===== src/core/sdr_pkg.sv =====
// Shared constants and types for the shift and digit rotate unit
package sdr_pkg;
  localparam int ADDR_W = 8;
  localparam logic [7:0] OFF_INSTR = 8'h00;
  localparam logic [7:0] OFF_CTRL = 8'h04;
  localparam logic [7:0] OFF_STATUS = 8'h08;
  localparam logic [7:0] OFF_BC = 8'h0C;
  localparam logic [7:0] OFF_DE = 8'h10;
  localparam logic [7:0] OFF_HL = 8'h14;
  localparam logic [7:0] OFF_AF = 8'h18;
  localparam logic [7:0] OFF_IDX1 = 8'h1C;
  localparam logic [7:0] OFF_IDX2 = 8'h20;
  localparam int CTRL_GO = 0;
  localparam int STAT_BUSY = 0;
  localparam int STAT_ERR = 1;
  localparam int STAT_MC_LSB = 8;
  localparam int STAT_TS_LSB = 16;
  localparam int FLG_S = 7;
  localparam int FLG_Z = 6;
  localparam int FLG_H = 4;
  localparam int FLG_PV = 2;
  localparam int FLG_N = 1;
  localparam int FLG_C = 0;
  localparam logic [7:0] PFX_CB = 8'hCB;
  localparam logic [7:0] PFX_IDX1 = 8'hDD;
  localparam logic [7:0] PFX_IDX2 = 8'hFD;
  localparam logic [7:0] PFX_ED = 8'hED;
  localparam logic [7:0] OP_DIGIT_LEFT = 8'h6F;
  localparam logic [4:0] GRP_SLA = 5'h04;
  localparam logic [4:0] GRP_SRA = 5'h05;
  localparam logic [4:0] GRP_SRL = 5'h07;
  localparam logic [2:0] SEL_H = 3'h4;
  localparam logic [2:0] SEL_L = 3'h5;
  localparam logic [2:0] SEL_MEM = 3'h6;
  localparam logic [2:0] SEL_A = 3'h7;
  localparam logic [7:0] RST_REG = 8'h00;
  localparam logic [15:0] RST_IDX = 16'h0000;
  localparam logic [31:0] RST_INSTR = 32'h0000_0000;
  // Machine cycle lengths in T states, first machine cycle in the low nibble
  localparam logic [23:0] MLEN_REG = 24'h000044;
  localparam logic [23:0] MLEN_PTR = 24'h003444;
  localparam logic [23:0] MLEN_IDX = 24'h345344;
  localparam logic [23:0] MLEN_DRL = 24'h034344;
  localparam logic [2:0] MC_REG = 3'h2;
  localparam logic [2:0] MC_PTR = 3'h4;
  localparam logic [2:0] MC_IDX = 3'h6;
  localparam logic [2:0] MC_DRL = 3'h5;
  localparam logic [2:0] RD_PTR = 3'h2;
  localparam logic [2:0] WR_PTR = 3'h3;
  localparam logic [2:0] RD_IDX = 3'h4;
  localparam logic [2:0] WR_IDX = 3'h5;
  localparam logic [2:0] RD_DRL = 3'h2;
  localparam logic [2:0] WR_DRL = 3'h4;
  localparam logic [2:0] MC_NONE = 3'h7;
  localparam logic [1:0] RESP_OKAY = 2'h0;
  localparam logic [1:0] RESP_SLVERR = 2'h2;
  localparam logic [1:0] RESP_DECERR = 2'h3;
  typedef enum logic [1:0] {OP_SLA, OP_SRA, OP_SRL, OP_DRL} sdr_op_e;
  typedef enum logic [1:0] {MD_REG, MD_PTR, MD_IDX, MD_DRL} sdr_mode_e;
endpackage


===== src/core/sdr_alu.sv =====
// Combinational shift and digit rotate datapath with flag generation
`timescale 1ns/1ps
module sdr_alu import sdr_pkg::*; (
  input wire sdr_op_e op_in,
  input wire logic [7:0] opnd_in,
  input wire logic [7:0] acc_in,
  input wire logic [7:0] flags_in,
  output logic [7:0] result_out,
  output logic [7:0] acc_out,
  output logic [7:0] flags_out
);
  logic [7:0] flag_src;
  logic carry;

  always_comb begin
    result_out = opnd_in;
    acc_out = acc_in;
    carry = flags_in[FLG_C];
    case (op_in)
      OP_SLA: begin
        result_out = {opnd_in[6:0], 1'b0};
        carry = opnd_in[7];
      end
      OP_SRA: begin
        result_out = {opnd_in[7], opnd_in[7:1]};
        carry = opnd_in[0];
      end
      OP_SRL: begin
        result_out = {1'b0, opnd_in[7:1]};
        carry = opnd_in[0];
      end
      OP_DRL: begin
        result_out = {opnd_in[3:0], acc_in[3:0]};
        acc_out = {acc_in[7:4], opnd_in[7:4]};
      end
      default: begin
        result_out = opnd_in;
      end
    endcase
    flag_src = (op_in == OP_DRL) ? acc_out : result_out;
    // Undocumented bits 5 and 3 keep their old value
    flags_out = flags_in;
    flags_out[FLG_S] = (op_in == OP_SRL) ? 1'b0 : flag_src[7];
    flags_out[FLG_Z] = (flag_src == 8'h00);
    flags_out[FLG_H] = 1'b0;
    flags_out[FLG_PV] = ~^flag_src;
    flags_out[FLG_N] = 1'b0;
    flags_out[FLG_C] = carry;
  end
endmodule // sdr_alu


===== src/core/sdr_axil.sv =====
// AXI4-Lite slave front end: channel handshakes and response timing
`timescale 1ns/1ps
module sdr_axil import sdr_pkg::*; #(
  parameter int AW = ADDR_W
) (
  input wire logic mclk_in,
  input wire logic nrst_in,
  input wire logic [AW-1:0] awaddr_in,
  input wire logic awvalid_in,
  output logic awready_out,
  input wire logic [31:0] wdata_in,
  input wire logic [3:0] wstrb_in,
  input wire logic wvalid_in,
  output logic wready_out,
  output logic [1:0] bresp_out,
  output logic bvalid_out,
  input wire logic bready_in,
  input wire logic arvalid_in,
  output logic arready_out,
  output logic [31:0] rdata_out,
  output logic [1:0] rresp_out,
  output logic rvalid_out,
  input wire logic rready_in,
  output logic wr_en_out,
  output logic [AW-1:0] wr_addr_out,
  output logic [31:0] wr_data_out,
  output logic [3:0] wr_strb_out,
  input wire logic [1:0] wr_resp_in,
  input wire logic [31:0] rd_data_in,
  input wire logic [1:0] rd_resp_in
);
  // Both halves held and no response pending: commit the write now
  assign wr_en_out = !awready_out && !wready_out && !bvalid_out;

  always_ff @(posedge mclk_in or negedge nrst_in) begin
    if (!nrst_in) begin
      awready_out <= 1'b1;
      wr_addr_out <= '0;
    end else if (awvalid_in && awready_out) begin
      awready_out <= 1'b0;
      wr_addr_out <= awaddr_in;
    end else if (bvalid_out && bready_in) begin
      awready_out <= 1'b1;
    end
  end

  always_ff @(posedge mclk_in or negedge nrst_in) begin
    if (!nrst_in) begin
      wready_out <= 1'b1;
      wr_data_out <= 32'h0000_0000;
      wr_strb_out <= 4'h0;
    end else if (wvalid_in && wready_out) begin
      wready_out <= 1'b0;
      wr_data_out <= wdata_in;
      wr_strb_out <= wstrb_in;
    end else if (bvalid_out && bready_in) begin
      wready_out <= 1'b1;
    end
  end

  always_ff @(posedge mclk_in or negedge nrst_in) begin
    if (!nrst_in) begin
      bvalid_out <= 1'b0;
      bresp_out <= RESP_OKAY;
    end else if (wr_en_out) begin
      bvalid_out <= 1'b1;
      bresp_out <= wr_resp_in;
    end else if (bready_in) begin
      bvalid_out <= 1'b0;
    end
  end

  always_ff @(posedge mclk_in or negedge nrst_in) begin
    if (!nrst_in) begin
      arready_out <= 1'b1;
      rvalid_out <= 1'b0;
      rdata_out <= 32'h0000_0000;
      rresp_out <= RESP_OKAY;
    end else if (arvalid_in && arready_out) begin
      arready_out <= 1'b0;
      rvalid_out <= 1'b1;
      rdata_out <= rd_data_in;
      rresp_out <= rd_resp_in;
    end else if (rvalid_out && rready_in) begin
      arready_out <= 1'b1;
      rvalid_out <= 1'b0;
    end
  end
endmodule // sdr_axil


===== src/core/sdr_unit.sv =====
// Shift and digit rotate unit: decoder, cycle sequencer, registers, bus port
//
// The register addresses and the AXI4-Lite register port were decided locally.
`timescale 1ns/1ps
module sdr_unit import sdr_pkg::*; (
  input wire logic mclk_in,
  input wire logic nrst_in,
  input wire logic [ADDR_W-1:0] s_axi_awaddr_in,
  input wire logic s_axi_awvalid_in,
  output logic s_axi_awready_out,
  input wire logic [31:0] s_axi_wdata_in,
  input wire logic [3:0] s_axi_wstrb_in,
  input wire logic s_axi_wvalid_in,
  output logic s_axi_wready_out,
  output logic [1:0] s_axi_bresp_out,
  output logic s_axi_bvalid_out,
  input wire logic s_axi_bready_in,
  input wire logic [ADDR_W-1:0] s_axi_araddr_in,
  input wire logic s_axi_arvalid_in,
  output logic s_axi_arready_out,
  output logic [31:0] s_axi_rdata_out,
  output logic [1:0] s_axi_rresp_out,
  output logic s_axi_rvalid_out,
  input wire logic s_axi_rready_in,
  output logic [15:0] mem_addr_out,
  output logic mem_rd_out,
  output logic mem_wr_out,
  output logic [7:0] mem_wdata_out,
  input wire logic [7:0] mem_rdata_in,
  output logic busy_out
);
  typedef enum logic {ST_IDLE, ST_RUN} sdr_state_e;

  // Slot 6 of the file holds the flags: selector 110 always means memory
  logic [7:0] gpr [8];
  logic [15:0] idx1, idx2, dec_addr;
  logic [31:0] instr, wr_data, rd_data;
  logic err, last_t, commit, dec_ok, wr_en, wr_ok, go;
  logic [2:0] last_mc, sel, mc, ts, next_mc, next_ts;
  logic [4:0] last_ts, tcount;
  sdr_state_e state, next_state;
  sdr_mode_e mode, dec_mode;
  sdr_op_e op, dec_op;
  logic [7:0] opnd, dec_code, alu_result, alu_acc, alu_flags;
  logic [ADDR_W-1:0] wr_addr;
  logic [3:0] wr_strb;
  logic [1:0] wr_resp, rd_resp;

  function automatic logic reg_hit(input logic [ADDR_W-1:0] a);
    reg_hit = (a == OFF_INSTR) || (a == OFF_CTRL) || (a == OFF_STATUS) || (a == OFF_BC) ||
      (a == OFF_DE) || (a == OFF_HL) || (a == OFF_AF) || (a == OFF_IDX1) || (a == OFF_IDX2);
  endfunction
  function automatic logic shift_ok(input logic [7:0] code);
    shift_ok = (code[7:3] == GRP_SLA) || (code[7:3] == GRP_SRA) || (code[7:3] == GRP_SRL);
  endfunction
  function automatic sdr_op_e shift_op(input logic [7:0] code);
    case (code[7:3])
      GRP_SRA: shift_op = OP_SRA;
      GRP_SRL: shift_op = OP_SRL;
      default: shift_op = OP_SLA;
    endcase
  endfunction
  function automatic logic [3:0] mlen(input sdr_mode_e m, input logic [2:0] i);
    logic [23:0] t;
    case (m)
      MD_PTR: t = MLEN_PTR;
      MD_IDX: t = MLEN_IDX;
      MD_DRL: t = MLEN_DRL;
      default: t = MLEN_REG;
    endcase
    mlen = t[i*4 +: 4];
  endfunction
  function automatic logic [2:0] mcount(input sdr_mode_e m);
    case (m)
      MD_PTR: mcount = MC_PTR;
      MD_IDX: mcount = MC_IDX;
      MD_DRL: mcount = MC_DRL;
      default: mcount = MC_REG;
    endcase
  endfunction
  function automatic logic [2:0] rd_cycle(input sdr_mode_e m);
    case (m)
      MD_PTR: rd_cycle = RD_PTR;
      MD_IDX: rd_cycle = RD_IDX;
      MD_DRL: rd_cycle = RD_DRL;
      default: rd_cycle = MC_NONE;
    endcase
  endfunction
  function automatic logic [2:0] wr_cycle(input sdr_mode_e m);
    case (m)
      MD_PTR: wr_cycle = WR_PTR;
      MD_IDX: wr_cycle = WR_IDX;
      MD_DRL: wr_cycle = WR_DRL;
      default: wr_cycle = MC_NONE;
    endcase
  endfunction

  sdr_axil #(
    .AW(ADDR_W)
  ) u_axil (
    .mclk_in(mclk_in),
    .nrst_in(nrst_in),
    .awaddr_in(s_axi_awaddr_in),
    .awvalid_in(s_axi_awvalid_in),
    .awready_out(s_axi_awready_out),
    .wdata_in(s_axi_wdata_in),
    .wstrb_in(s_axi_wstrb_in),
    .wvalid_in(s_axi_wvalid_in),
    .wready_out(s_axi_wready_out),
    .bresp_out(s_axi_bresp_out),
    .bvalid_out(s_axi_bvalid_out),
    .bready_in(s_axi_bready_in),
    .arvalid_in(s_axi_arvalid_in),
    .arready_out(s_axi_arready_out),
    .rdata_out(s_axi_rdata_out),
    .rresp_out(s_axi_rresp_out),
    .rvalid_out(s_axi_rvalid_out),
    .rready_in(s_axi_rready_in),
    .wr_en_out(wr_en),
    .wr_addr_out(wr_addr),
    .wr_data_out(wr_data),
    .wr_strb_out(wr_strb),
    .wr_resp_in(wr_resp),
    .rd_data_in(rd_data),
    .rd_resp_in(rd_resp)
  );

  sdr_alu u_alu (
    .op_in(op),
    .opnd_in(opnd),
    .acc_in(gpr[SEL_A]),
    .flags_in(gpr[SEL_MEM]),
    .result_out(alu_result),
    .acc_out(alu_acc),
    .flags_out(alu_flags)
  );

  // Operand state may not change under a running instruction
  always_comb begin
    if (!reg_hit(wr_addr)) begin
      wr_resp = RESP_DECERR;
    end else if (state == ST_RUN && wr_addr != OFF_CTRL && wr_addr != OFF_STATUS) begin
      wr_resp = RESP_SLVERR;
    end else begin
      wr_resp = RESP_OKAY;
    end
  end
  assign wr_ok = wr_en && (wr_resp == RESP_OKAY);
  assign go = wr_ok && (wr_addr == OFF_CTRL) && wr_strb[0] && wr_data[CTRL_GO];

  always_comb begin
    rd_resp = reg_hit(s_axi_araddr_in) ? RESP_OKAY : RESP_DECERR;
    case (s_axi_araddr_in)
      OFF_INSTR: rd_data = instr;
      OFF_STATUS: rd_data = {11'h000, last_ts, 5'h00, last_mc, 6'h00, err, busy_out};
      OFF_BC: rd_data = {16'h0000, gpr[0], gpr[1]};
      OFF_DE: rd_data = {16'h0000, gpr[2], gpr[3]};
      OFF_HL: rd_data = {16'h0000, gpr[SEL_H], gpr[SEL_L]};
      OFF_AF: rd_data = {16'h0000, gpr[SEL_A], gpr[SEL_MEM]};
      OFF_IDX1: rd_data = {16'h0000, idx1};
      OFF_IDX2: rd_data = {16'h0000, idx2};
      default: rd_data = 32'h0000_0000;
    endcase
  end

  // Instruction decode from the byte image
  always_comb begin
    dec_ok = 1'b0;
    dec_mode = MD_REG;
    dec_code = instr[15:8];
    if (instr[7:0] == PFX_CB) begin
      dec_ok = shift_ok(dec_code);
      dec_mode = (dec_code[2:0] == SEL_MEM) ? MD_PTR : MD_REG;
    end else if ((instr[7:0] == PFX_IDX1 || instr[7:0] == PFX_IDX2) && instr[15:8] == PFX_CB) begin
      dec_code = instr[31:24];
      dec_ok = shift_ok(dec_code) && (dec_code[2:0] == SEL_MEM);
      dec_mode = MD_IDX;
    end else if (instr[7:0] == PFX_ED && instr[15:8] == OP_DIGIT_LEFT) begin
      dec_ok = 1'b1;
      dec_mode = MD_DRL;
    end
    dec_op = (dec_mode == MD_DRL) ? OP_DRL : shift_op(dec_code);
    case (dec_mode)
      MD_IDX: dec_addr = ((instr[7:0] == PFX_IDX1) ? idx1 : idx2) + {{8{instr[23]}}, instr[23:16]};
      default: dec_addr = {gpr[SEL_H], gpr[SEL_L]};
    endcase
  end

  // Machine cycle and T state sequencing
  assign last_t = ({1'b0, ts} == mlen(mode, mc)) && (mc == mcount(mode) - 3'h1);
  assign commit = (state == ST_RUN) && last_t;

  always_comb begin
    next_state = state;
    next_mc = mc;
    next_ts = ts + 3'h1;
    if (state == ST_IDLE) begin
      next_mc = 3'h0;
      next_ts = 3'h1;
      if (go && dec_ok) begin
        next_state = ST_RUN;
      end
    end else if ({1'b0, ts} == mlen(mode, mc)) begin
      next_ts = 3'h1;
      next_mc = mc + 3'h1;
      if (last_t) begin
        next_state = ST_IDLE;
      end
    end
  end

  always_ff @(posedge mclk_in or negedge nrst_in) begin
    if (!nrst_in) begin
      state <= ST_IDLE;
      mc <= 3'h0;
      ts <= 3'h1;
      busy_out <= 1'b0;
    end else begin
      state <= next_state;
      mc <= next_mc;
      ts <= next_ts;
      busy_out <= (next_state == ST_RUN);
    end
  end

  always_ff @(posedge mclk_in or negedge nrst_in) begin
    if (!nrst_in) begin
      tcount <= 5'h00;
      last_ts <= 5'h00;
      last_mc <= 3'h0;
    end else if (state == ST_IDLE) begin
      tcount <= 5'h01;
    end else begin
      tcount <= tcount + 5'h01;
      if (commit) begin
        last_ts <= tcount;
        last_mc <= mc + 3'h1;
      end
    end
  end

  // Instruction latched at start so register writes cannot disturb it
  always_ff @(posedge mclk_in or negedge nrst_in) begin
    if (!nrst_in) begin
      mode <= MD_REG;
      op <= OP_SLA;
      sel <= 3'h0;
      mem_addr_out <= 16'h0000;
    end else if (state == ST_IDLE && go && dec_ok) begin
      mode <= dec_mode;
      op <= dec_op;
      sel <= dec_code[2:0];
      mem_addr_out <= dec_addr;
    end
  end

  always_ff @(posedge mclk_in or negedge nrst_in) begin
    if (!nrst_in) begin
      opnd <= RST_REG;
    end else if (state == ST_IDLE && go && dec_ok) begin
      opnd <= gpr[dec_code[2:0]];
    end else if (state == ST_RUN && mc == rd_cycle(mode) && ts == 3'h2) begin
      opnd <= mem_rdata_in;
    end
  end

  // Read strobe in first T of read cycle, data one clock later
  always_ff @(posedge mclk_in or negedge nrst_in) begin
    if (!nrst_in) begin
      mem_rd_out <= 1'b0;
      mem_wr_out <= 1'b0;
      mem_wdata_out <= 8'h00;
    end else begin
      mem_rd_out <= (state == ST_RUN) && (next_mc == rd_cycle(mode)) && (next_ts == 3'h1);
      mem_wr_out <= (state == ST_RUN) && (next_mc == wr_cycle(mode)) && (next_ts == 3'h1);
      if ((state == ST_RUN) && (next_mc == wr_cycle(mode)) && (next_ts == 3'h1)) begin
        mem_wdata_out <= alu_result;
      end
    end
  end

  // Error sets win over a software clear in the same cycle
  always_ff @(posedge mclk_in or negedge nrst_in) begin
    if (!nrst_in) begin
      err <= 1'b0;
    end else if (state == ST_IDLE && go && !dec_ok) begin
      err <= 1'b1;
    end else if (state == ST_IDLE && go) begin
      err <= 1'b0;
    end else if (wr_ok && wr_addr == OFF_STATUS && wr_strb[0] && wr_data[STAT_ERR]) begin
      err <= 1'b0;
    end
  end

  always_ff @(posedge mclk_in or negedge nrst_in) begin
    if (!nrst_in) begin
      instr <= RST_INSTR;
      idx1 <= RST_IDX;
      idx2 <= RST_IDX;
    end else if (wr_ok) begin
      for (int b = 0; b < 4; b++) begin
        if (wr_strb[b] && wr_addr == OFF_INSTR) begin
          instr[b*8 +: 8] <= wr_data[b*8 +: 8];
        end
      end
      for (int b = 0; b < 2; b++) begin
        if (wr_strb[b] && wr_addr == OFF_IDX1) begin
          idx1[b*8 +: 8] <= wr_data[b*8 +: 8];
        end
        if (wr_strb[b] && wr_addr == OFF_IDX2) begin
          idx2[b*8 +: 8] <= wr_data[b*8 +: 8];
        end
      end
    end
  end

  // Register file: software loads only while idle, results land at commit
  always_ff @(posedge mclk_in or negedge nrst_in) begin
    if (!nrst_in) begin
      for (int i = 0; i < 8; i++) begin
        gpr[i] <= RST_REG;
      end
    end else if (commit) begin
      gpr[SEL_MEM] <= alu_flags;
      if (mode == MD_REG) begin
        gpr[sel] <= alu_result;
      end
      if (mode == MD_DRL) begin
        gpr[SEL_A] <= alu_acc;
      end
    end else if (wr_ok) begin
      for (int p = 0; p < 4; p++) begin
        if (wr_addr == OFF_BC + 8'(p * 4)) begin
          // Accumulator sits above the flags in its pair, unlike the file slots
          if (wr_strb[1]) begin
            gpr[(p == 3) ? SEL_A : 3'(p * 2)] <= wr_data[15:8];
          end
          if (wr_strb[0]) begin
            gpr[(p == 3) ? SEL_MEM : 3'(p * 2 + 1)] <= wr_data[7:0];
          end
        end
      end
    end
  end
endmodule // sdr_unit


===== config.mk =====
export PLATFORM = sky130hd
export DESIGN_NAME = sdr_unit
export DESIGN_NICKNAME = d
export VERILOG_FILES = /design/src/core/sdr_pkg.sv /design/src/core/sdr_alu.sv /design/src/core/sdr_axil.sv /design/src/core/sdr_unit.sv
export SDC_FILE = /design/constraint.sdc
export NUM_CORES = 1
export LEC_CHECK = 0
export BUFFER_PORTS_ARGS = -buffer_cell sky130_fd_sc_hd__buf_4
export CORE_MARGIN = 8
export CORE_UTILIZATION = 35
export DETAILED_ROUTE_END_ITERATION = 16
export PLACE_DENSITY = 0.63
export SYNTH_ARGS = -nofsm -noshare
export SYNTH_HDL_FRONTEND = slang
export SYNTH_SLANG_ARGS = --single-unit

===== constraint.sdc =====
create_clock -name mclk_in -period 4.83 [get_ports mclk_in]
set_input_delay 0.2415 -clock mclk_in [delete_from_list [all_inputs] [get_ports mclk_in]]
set_output_delay 0.2415 -clock mclk_in [all_outputs]
set_load 0.005 [all_outputs]

==> metrics.md, run 1 <==
| Metric | Value |
|---|---|
| R2r setup slk | 0.78 ns |
| Worst Max-Slew Pin Slew | roughly 1.1 ns |
| Port bufs | 134 |
| 1st-pass router iterations | 5 |
| Final Skew | 0.0266 ns |
| Yosys warnings | 0 |
| Cell taking the most area after synthesis | dfrtp_1 |
| Initial Util | 0.354 |
| Sw frac | 0.294 |
| Met2 Usage GRT | 0.318 |
| WL/cell | 24.5 um |
| Psw | 1.81 mW |
| Total I/O pin count | 135 |
| Die Y-Extent | 222 um |
| Area delta synth->final | 21.6% |
| Met1 Use GR | 0.276 |
| Worst slack, placed | 0.887 ns |
| Worst Path Arrival | 4.52 ns |
| Final hold violation count | 0 |
| Syn nets | ~1400 |
| Register area share after synthesis | 0.462 |
| DRC errors left | 0 |
| Via Count | 11900 |
| Post-synth top area share | 0.455 |
| Slowest CP cell | nor4_2 |
| Global route total overflow | 0 |
| Power per cell area | 341 nW/um2 |
| Min-Delay Path Depth | 3 |
| Worst hold path class | input port to register |
| Clock share of power | 0.389 |
| Min cycle time layout | around 4 ns |
| Critical R2R Launch | instr[6]$_DFFE_PN0P_ |
| Max VDD drop | 0.273 mV |
| Setup violations, final | 0 |
| Drt total wl | 51000 um |
| RSZ-0062 raised after global routing | false |
| GPL Wtd Cong | 0.959 |
| Cells along the critical path | nand4_1, nor4_2, mux2_2, ha_1, fa_1, a21oi_1, o21ai_0, and3_1, a2111oi_0, o31ai_1, xnor2_1, o21ai_0, mux2_2 |
| Largest net degree at the start of global routing | 96 |
| Tcrit/Tclk final | 0.838 |
| Fillers | a little under 4000 |
| Worst R2R Path Depth | 13 |
| Type of origin of the critical path | register |
| Critical path class | register to register |
| Flops & latches, synth | 274 |
| Total GRT Usage | 0.203 |
| Row cnt | 75 |
| Top cells by area, synth | dfrtp_1 (45%), mux2_2 (11%), mux2i_1 (4.0%) |
| Post-DRT Antenna Nets | 0 |
| Met3 usage | 0.0302 |
| Total of max-cap violations | 0 |
| Clock Tree Buf Depth | 3 |
| Commonest non-fill, non-tap cell in the layout | dfrtp_1 |
| Synth Flop Type | dfrtp_1 |
| Critical Path Sink Type | register |
| Dpl cell area | approximately 16000 um2 |
| Initial drt markers | between 1000 and 1500 |
| Syn avg cell area | 11.1 um2 |
| Hold EP | u_axil.rresp_out[0]$_DFFE_PN0P_ |
| Post-route setup slack | 0.785 ns |
| Worst-path fanout max | 4 |
| Synth cell types | between 70 and 80 |
| Pins Over Slew Limit | 0 |
| Vias per cell | 5.75 |
| Core Footprint | 41900 um2 |
| Combinational power share | 0.143 |
| Share of cells above drive strength 1 | 0.264 |
| Worst R2R End | mem_addr_out[14]$_DFFE_PN0P_ |
| Root Driver | clkbuf_16 |
| Cells after Synth | 1338 |
| Clk slew on worst S/H paths | around 0.060 ns |
| CTS sink cnt | ~270 |
| Max Fclk | 247 MHz |
| Nets@finish | 1619 |
| Share of flip-flops with an asynchronous set or reset | 1.00 |
| Hold path startpoint | s_axi_araddr_in[0] |
| Clock Latency Late Sink | 0.60 ns |
| Top Usage Layer GRT | met2 |
| Slew HR | 0.249 |
| Total die area | 49300 um2 |
| Sequential share of power | 0.468 |
| Design area | 18100 um2 |
| Initial antenna violation count | 0 |
| CTS Buf Count | 31 |
| Syn Std Cell Area | 14900 um2 |
| Internal power | about 4.4 mW |
| Status | finished clean |
| First-pass GRT wire length | 77900 um |
| Setup tns final | 0 ns |
| Critical Path Max Stage Delay | 0.55 ns |
| Total power | slightly above 6 mW |
| CTS tree | yes |
| Pleak | 8.55 nW |
| Post-synth EDFFs | 0 |
| Die width | 222 um |
| Detailed Place HPWL | approximately 38000 um |
| Post CTS Setup Buffer Count | 0 |
| Commonest non-fill, non-tap cells in the layout | dfrtp_1 (270), buf_4 (153), mux2_2 (139), nand2_1 (124), o21ai_0 (91) |
| H-tree depth | 1 |
| Worst path required time | around 5.3 ns |
| Vias in the first global route | approximately 12000 |
| Diodes inserted | 0 |
per-stage QoR:
step | hold WS, ns | instances | util
4_1_cts | 0.0192 | 2079 | 0.431
3_3_place_gp | 0.317 | 1961 | 0.392
2_1_floorplan | -0.0541 | 1338 | -
3_5_place_dp | 0.328 | 1961 | 0.392
5_1_grt | 0.0297 | 2079 | 0.431
6_report | 0.0274 | 2079 | 0.431
metal layers:
layer | vias up | wire (um)
met2 | 467 | 23000
met1 | 6055 | 22400
met4 | 0 | 2290
met5 | - | 0
met3 | 109 | 3290
li1 | 5314 | -
worst max path at each step:
stage / slack (ns) / end / cells past startpoint / start
global route: 0.53 / mem_addr_out[14]$_DFFE_PN0P_ / 13 / instr[6]$_DFFE_PN0P_
finish: 0.78 / mem_addr_out[14]$_DFFE_PN0P_ / 13 / instr[6]$_DFFE_PN0P_
CTS: 0.85 / mem_addr_out[14]$_DFFE_PN0P_ / 13 / instr[6]$_DFFE_PN0P_
floorplan: 1.10 / mem_addr_out[14]$_DFFE_PN0P_ / 12 / instr[6]$_DFFE_PN0P_
detailed placement: 0.89 / mem_addr_out[14]$_DFFE_PN0P_ / 13 / instr[6]$_DFFE_PN0P_
global placement: 0.92 / mem_addr_out[14]$_DFFE_PN0P_ / 13 / instr[7]$_DFFE_PN0P_
timing repair:
action                    4_1_cts  5_1_grt
gates resized for setup         0        0
hold endpoints to repair      148        0
hold buffers                   61        0
cell families (layout without fill, tap and decap cells):
family / Yosys count / in the layout / synth area share
and+or+nand+nor: 333 / 333 / 0.110
AOI/OAI and AO/OA: 318 / 318 / 0.149
DFF: 274 / 274 / 0.462
muxes: 252 / 252 / 0.205
buffers and inverters: 97 / 299 / 0.0266
adders and majority gates: 36 / 36 / 0.0308
xor gates and xnor gates: 28 / 28 / 0.0165
area by class of cell:
class                      instances  area, um2  share of cell area
sequential                       274       6860               0.380
multi-input combinational        967       7630               0.422
timing repair buffer             215       1770              0.0982
tap                              539        674              0.0373
clock inverter                    14        154             0.00852
clock buffer                      43        871              0.0482
inverter                          27        101             0.00561
worst max-delay path: cells and delay by family, from the launching register on:
family	cells	cell delay (ns)
xor+xnor	1	0.15
mux	2	0.68
fa+ha+maj	2	0.65
simple gates	3	0.93
flops	1	0.40
compound gates	5	1.13
registers in the layout (all words and copies together), names as in the netlist, 4 cells and up:
register,flops
u_axil.wr_addr_out,8
gpr,64
last_ts,5
tcount,5
idx1,16
instr,32
u_axil.wr_data_out,32
idx2,16
u_axil.rdata_out,32
mem_wdata_out,8
opnd,8
mem_addr_out,16
u_axil.wr_strb_out,4
synth_stat cells (12+ instances only):
library cell / number
mux4_2: 19
inv_1: 27
mux2i_1: 60
nor2_1: 87
a22o_1: 37
nand3_1: 17
a21oi_1: 61
clkbuf_1: 48
a21o_1: 12
xnor2_1: 18
mux2_4: 16
dfrtp_1: 270
nor3_1: 15
o21ai_0: 91
mux2_2: 139
mux2_1: 16
nand2_1: 125
a221o_1: 31
a22oi_1: 21
ha_1: 35
power groups by stage:
stage                     Sequential (mW)  Clock, mW  Combinational, mW
after floorplan                      2.72          0              0.526
after global placement               2.91          0              0.808
after detailed placement             2.91          0              0.820
after CTS                            2.87       2.43              0.874
after global routing                 2.90       2.53              0.954
final                                2.88       2.40              0.879
(Power assumes the default switching activity.)
==> inputs of run 2 (changes only) <==
Settings changed: ABC_AREA from default to 1, PLACE_DENSITY 0.63 to 0.64.
Clock period 4.83 ns to 3.64 ns, I/O delays scaled along.
==> metrics.md, run 2 <==
| Metric | Value |
|---|---|
| Post-DRT Antenna Nets | 0 |
| Fillers | roughly 4300 |
| Vias in the first global route | 14200 |
| Min cycle time layout | 3.24 ns |
| Worst Path Arrival | 3.75 ns |
| Combinational power share | 0.166 |
| Total die area | between 50000 and 60000 um2 |
| Multi-input gate area | 7060 um2 |
| GPL Wtd Cong | around 0.99 |
| Drt total wl | 55400 um |
| Die Y-Extent | between 200 and 250 um |
| Global route total overflow | 0 |
| Cells after Synth | 1985 |
| CTS Buf Count | 30 |
| Register area share after synthesis | 0.452 |
| Post-route setup slack | 0.401 ns |
| Slew HR | 0.360 |
| Final Skew | 0.0361 ns |
| Share of cells above drive strength 1 | 0.129 |
| WL/cell | 20.0 um |
| Max Fclk | 309 MHz |
| Core Footprint | 42900 um2 |
| Internal power | 5.68 mW |
| Largest net degree at the start of global routing | 112 |
| Pleak | ~9 nW |
| Design area | 18400 um2 |
| Commonest non-fill, non-tap cells in the layout | nand2_1 (542), dfrtp_1 (270), inv_1 (233), o21ai_0 (206), buf_4 (164) |
| Tcrit/Tclk final | 0.890 |
| Port bufs | around 130 |
| Nets@finish | ~2300 |
| Synth Flop Type | dfrtp_1 |
| Detailed Place HPWL | 42200 um |
| Status | finished clean |
| Initial drt markers | 1555 |
| Seq. cell area | 6860 um2 |
| Syn nets | 2088 |
| Vias per cell | 5.32 |
| Row cnt | 76 |
| H-tree depth | 1 |
| Pins Over Slew Limit | 0 |
| Largest register by flop count | gpr |
| Dpl cell area | 16800 um2 |
| Max reg flops | 64 |
| Share of flip-flops with an asynchronous set or reset | 1.00 |
| Syn Std Cell Area | 15200 um2 |
| Clock Tree Buf Depth | 3 |
| Psw | 2.45 mW |
| Syn avg cell area | 7.64 um2 |
| Largest delay share family, worst path | compound AO/OA/AOI/OAI gates |
| Area delta synth->final | 21.3% |
| Top cells by area, synth | dfrtp_1 (45%), nand2_1 (13%), o21ai_0 (6.8%) |
| Commonest non-fill, non-tap cell in the layout | nand2_1 |
| Slowest CP cell | dfrtp_1 |
| Flops & latches, synth | roughly 270 |
| Clk slew on worst S/H paths | 0.06 ns |
| Setup tns final | 0 ns |
| Clock share of power | 0.397 |
| Worst hold path class | input port to register |
| Cell mode on critical path | o21ai_0 |
| Final hold violation count | 0 |
| RSZ-0062 raised after global routing | false |
| Initial antenna violation count | 0 |
| Total I/O pin count | around 140 |
| Critical path class | register to register |
| Via Count | 14700 |
| Max VDD drop | around 0.44 mV |
| Type of origin of the critical path | register |
| Total GRT Usage | 0.216 |
| Sequential share of power | 0.437 |
| CTS sink cnt | 274 |
| Worst-path fanout max | 16 |
| Root Driver | clkbuf_16 |
| Total of max-cap violations | 0 |
| Worst Max-Slew Pin Slew | 0.960 ns |
| Commonest cells post-synth | nand2_1 (544), dfrtp_1 (270), inv_1 (233) |
| 1st-pass router iterations | 6 |
| Cells along the critical path | ha_2, inv_1, o221ai_1, o21ai_0, inv_1, o21ai_0, ha_1, xor2_1, xnor2_1, o21ai_0, nand2_1, a31oi_1 |
| Worst slack, placed | 0.333 ns |
| CTS tree | yes |
| Post-synth top area share | 0.446 |
| Total power | 8.13 mW |
| Power per cell area | 442 nW/um2 |
| DRC errors left | 0 |
| Sw frac | 0.301 |
| Setup violations, final | 0 |
| Diodes inserted | 0 |
| Buf+Inv Stages, Crit Path | 2 |
| Most common cell in the synthesized netlist | nand2_1 |
| Clock Latency Late Sink | ~0.60 ns |
| Critical Path Sink Type | register |
| Die width | 224 um |
| Critical Path Max Stage Delay | between 0.4 and 0.5 ns |
| Worst path required time | between 4 and 5 ns |
| Yosys warnings | 0 |
| Synth cell types | 55 |
| Cell taking the most area after synthesis | dfrtp_1 |
| Initial Util | 0.354 |
| Post-synth EDFFs | 0 |
| First-pass GRT wire length | 85200 um |
## run 2: changes by cell type in the layout (fill, tap and decap cells not counted), sizes merged, moves of 37 or more
cell   previous run  this run
nand2           125       552
inv              28       239
mux2            171        16
nand3            18       147
o21ai            96       224
mux2i            62         0
nor2             87       148
a22o             37         0
## run 2: worst min-delay path, stage by stage
cell and delay (ns):
buf_4 0.08, nand2_1 0.05, nand2_1 0.08, nor2_1 0.06
nor2_1 0.08
## run 2: kinds of logic after synthesis
family	after synthesis	share of synthesized area
adder cells (fa/ha/maj)	36	0.0302
AND/OR/NAND/NOR	894	0.250
AO/OA/AOI/OAI	434	0.164
multiplexers	16	0.0119
buffers and inverters	316	0.0829
XOR/XNOR	15	0.00866
flip-flops	274	0.452
## run 2: what timing repair did
item,in CTS,in global routing
hold buffers,51,0
setup buffers,0,2
hold endpoints to repair,157,0
resized for setup,0,2
setup endpoints to repair,0,5
## run 2: layout make-up
cell class,count,share of cell area
Multi-Input combinational cell,1395,0.384
Sequential cell,274,0.373
Timing Repair Buffer,218,0.0977
Inverter,242,0.0494
Clock buffer,42,0.0454
Tap cell,585,0.0398
Clock inverter,14,0.0112
## run 2: power by group through the flow
| stage | Clock [mW] | Combinational, mW | Sequential, mW |
|---|---|---|---|
| 2_1_floorplan | 0 | 0.742 | 3.52 |
| 3_3_place_gp | 0 | 1.28 | 3.59 |
| 5_1_grt | 3.39 | 1.50 | 3.57 |
| 6_report | 3.23 | 1.35 | 3.55 |
| 3_5_place_dp | 0 | 1.30 | 3.60 |
| 4_1_cts | 3.28 | 1.35 | 3.55 |
## run 2: metrics by stage
| stage | hold slack (ns) | cells | utilization |
|---|---|---|---|
| 6_report | 0.0118 | 2770 | 0.429 |
| 5_1_grt | 0.0187 | 2770 | 0.429 |
| 4_1_cts | 0.00704 | 2768 | 0.428 |
| 3_5_place_dp | 0.360 | 2661 | 0.392 |
| 3_3_place_gp | 0.355 | 2661 | 0.392 |
| 2_1_floorplan | -0.114 | 1985 | - |
## run 2: metal layers
metal,share of wire,track usage,up-vias
met5,0,0,-
met4,0.047,0.0911,0
met3,0.072,0.0328,138
met2,0.45,0.345,654
met1,0.43,0.291,7057
li1,-,-,6899
## run 2: final timing paths
path                                                   start                                 to  slack [ns]  cells past startpoint
max in group asynchronous                            nrst_in     u_axil.arready_out$_DFFE_PN1P_        2.36                      3
worst max register to register             op[0]$_DFFE_PN0P_                gpr[10]$_DFFE_PN0P_        0.40                     12
worst min register to register  mem_wdata_out[1]$_DFFE_PN0P_       mem_wdata_out[1]$_DFFE_PN0P_        0.48                      2
min in group asynchronous                            nrst_in  u_axil.wr_addr_out[0]$_DFFE_PN0P_        0.25                      2
worst max-delay path                       op[0]$_DFFE_PN0P_                gpr[10]$_DFFE_PN0P_        0.40                     12
worst min-delay path                         mem_rdata_in[4]                opnd[4]$_DFFE_PN0P_        0.01                      5
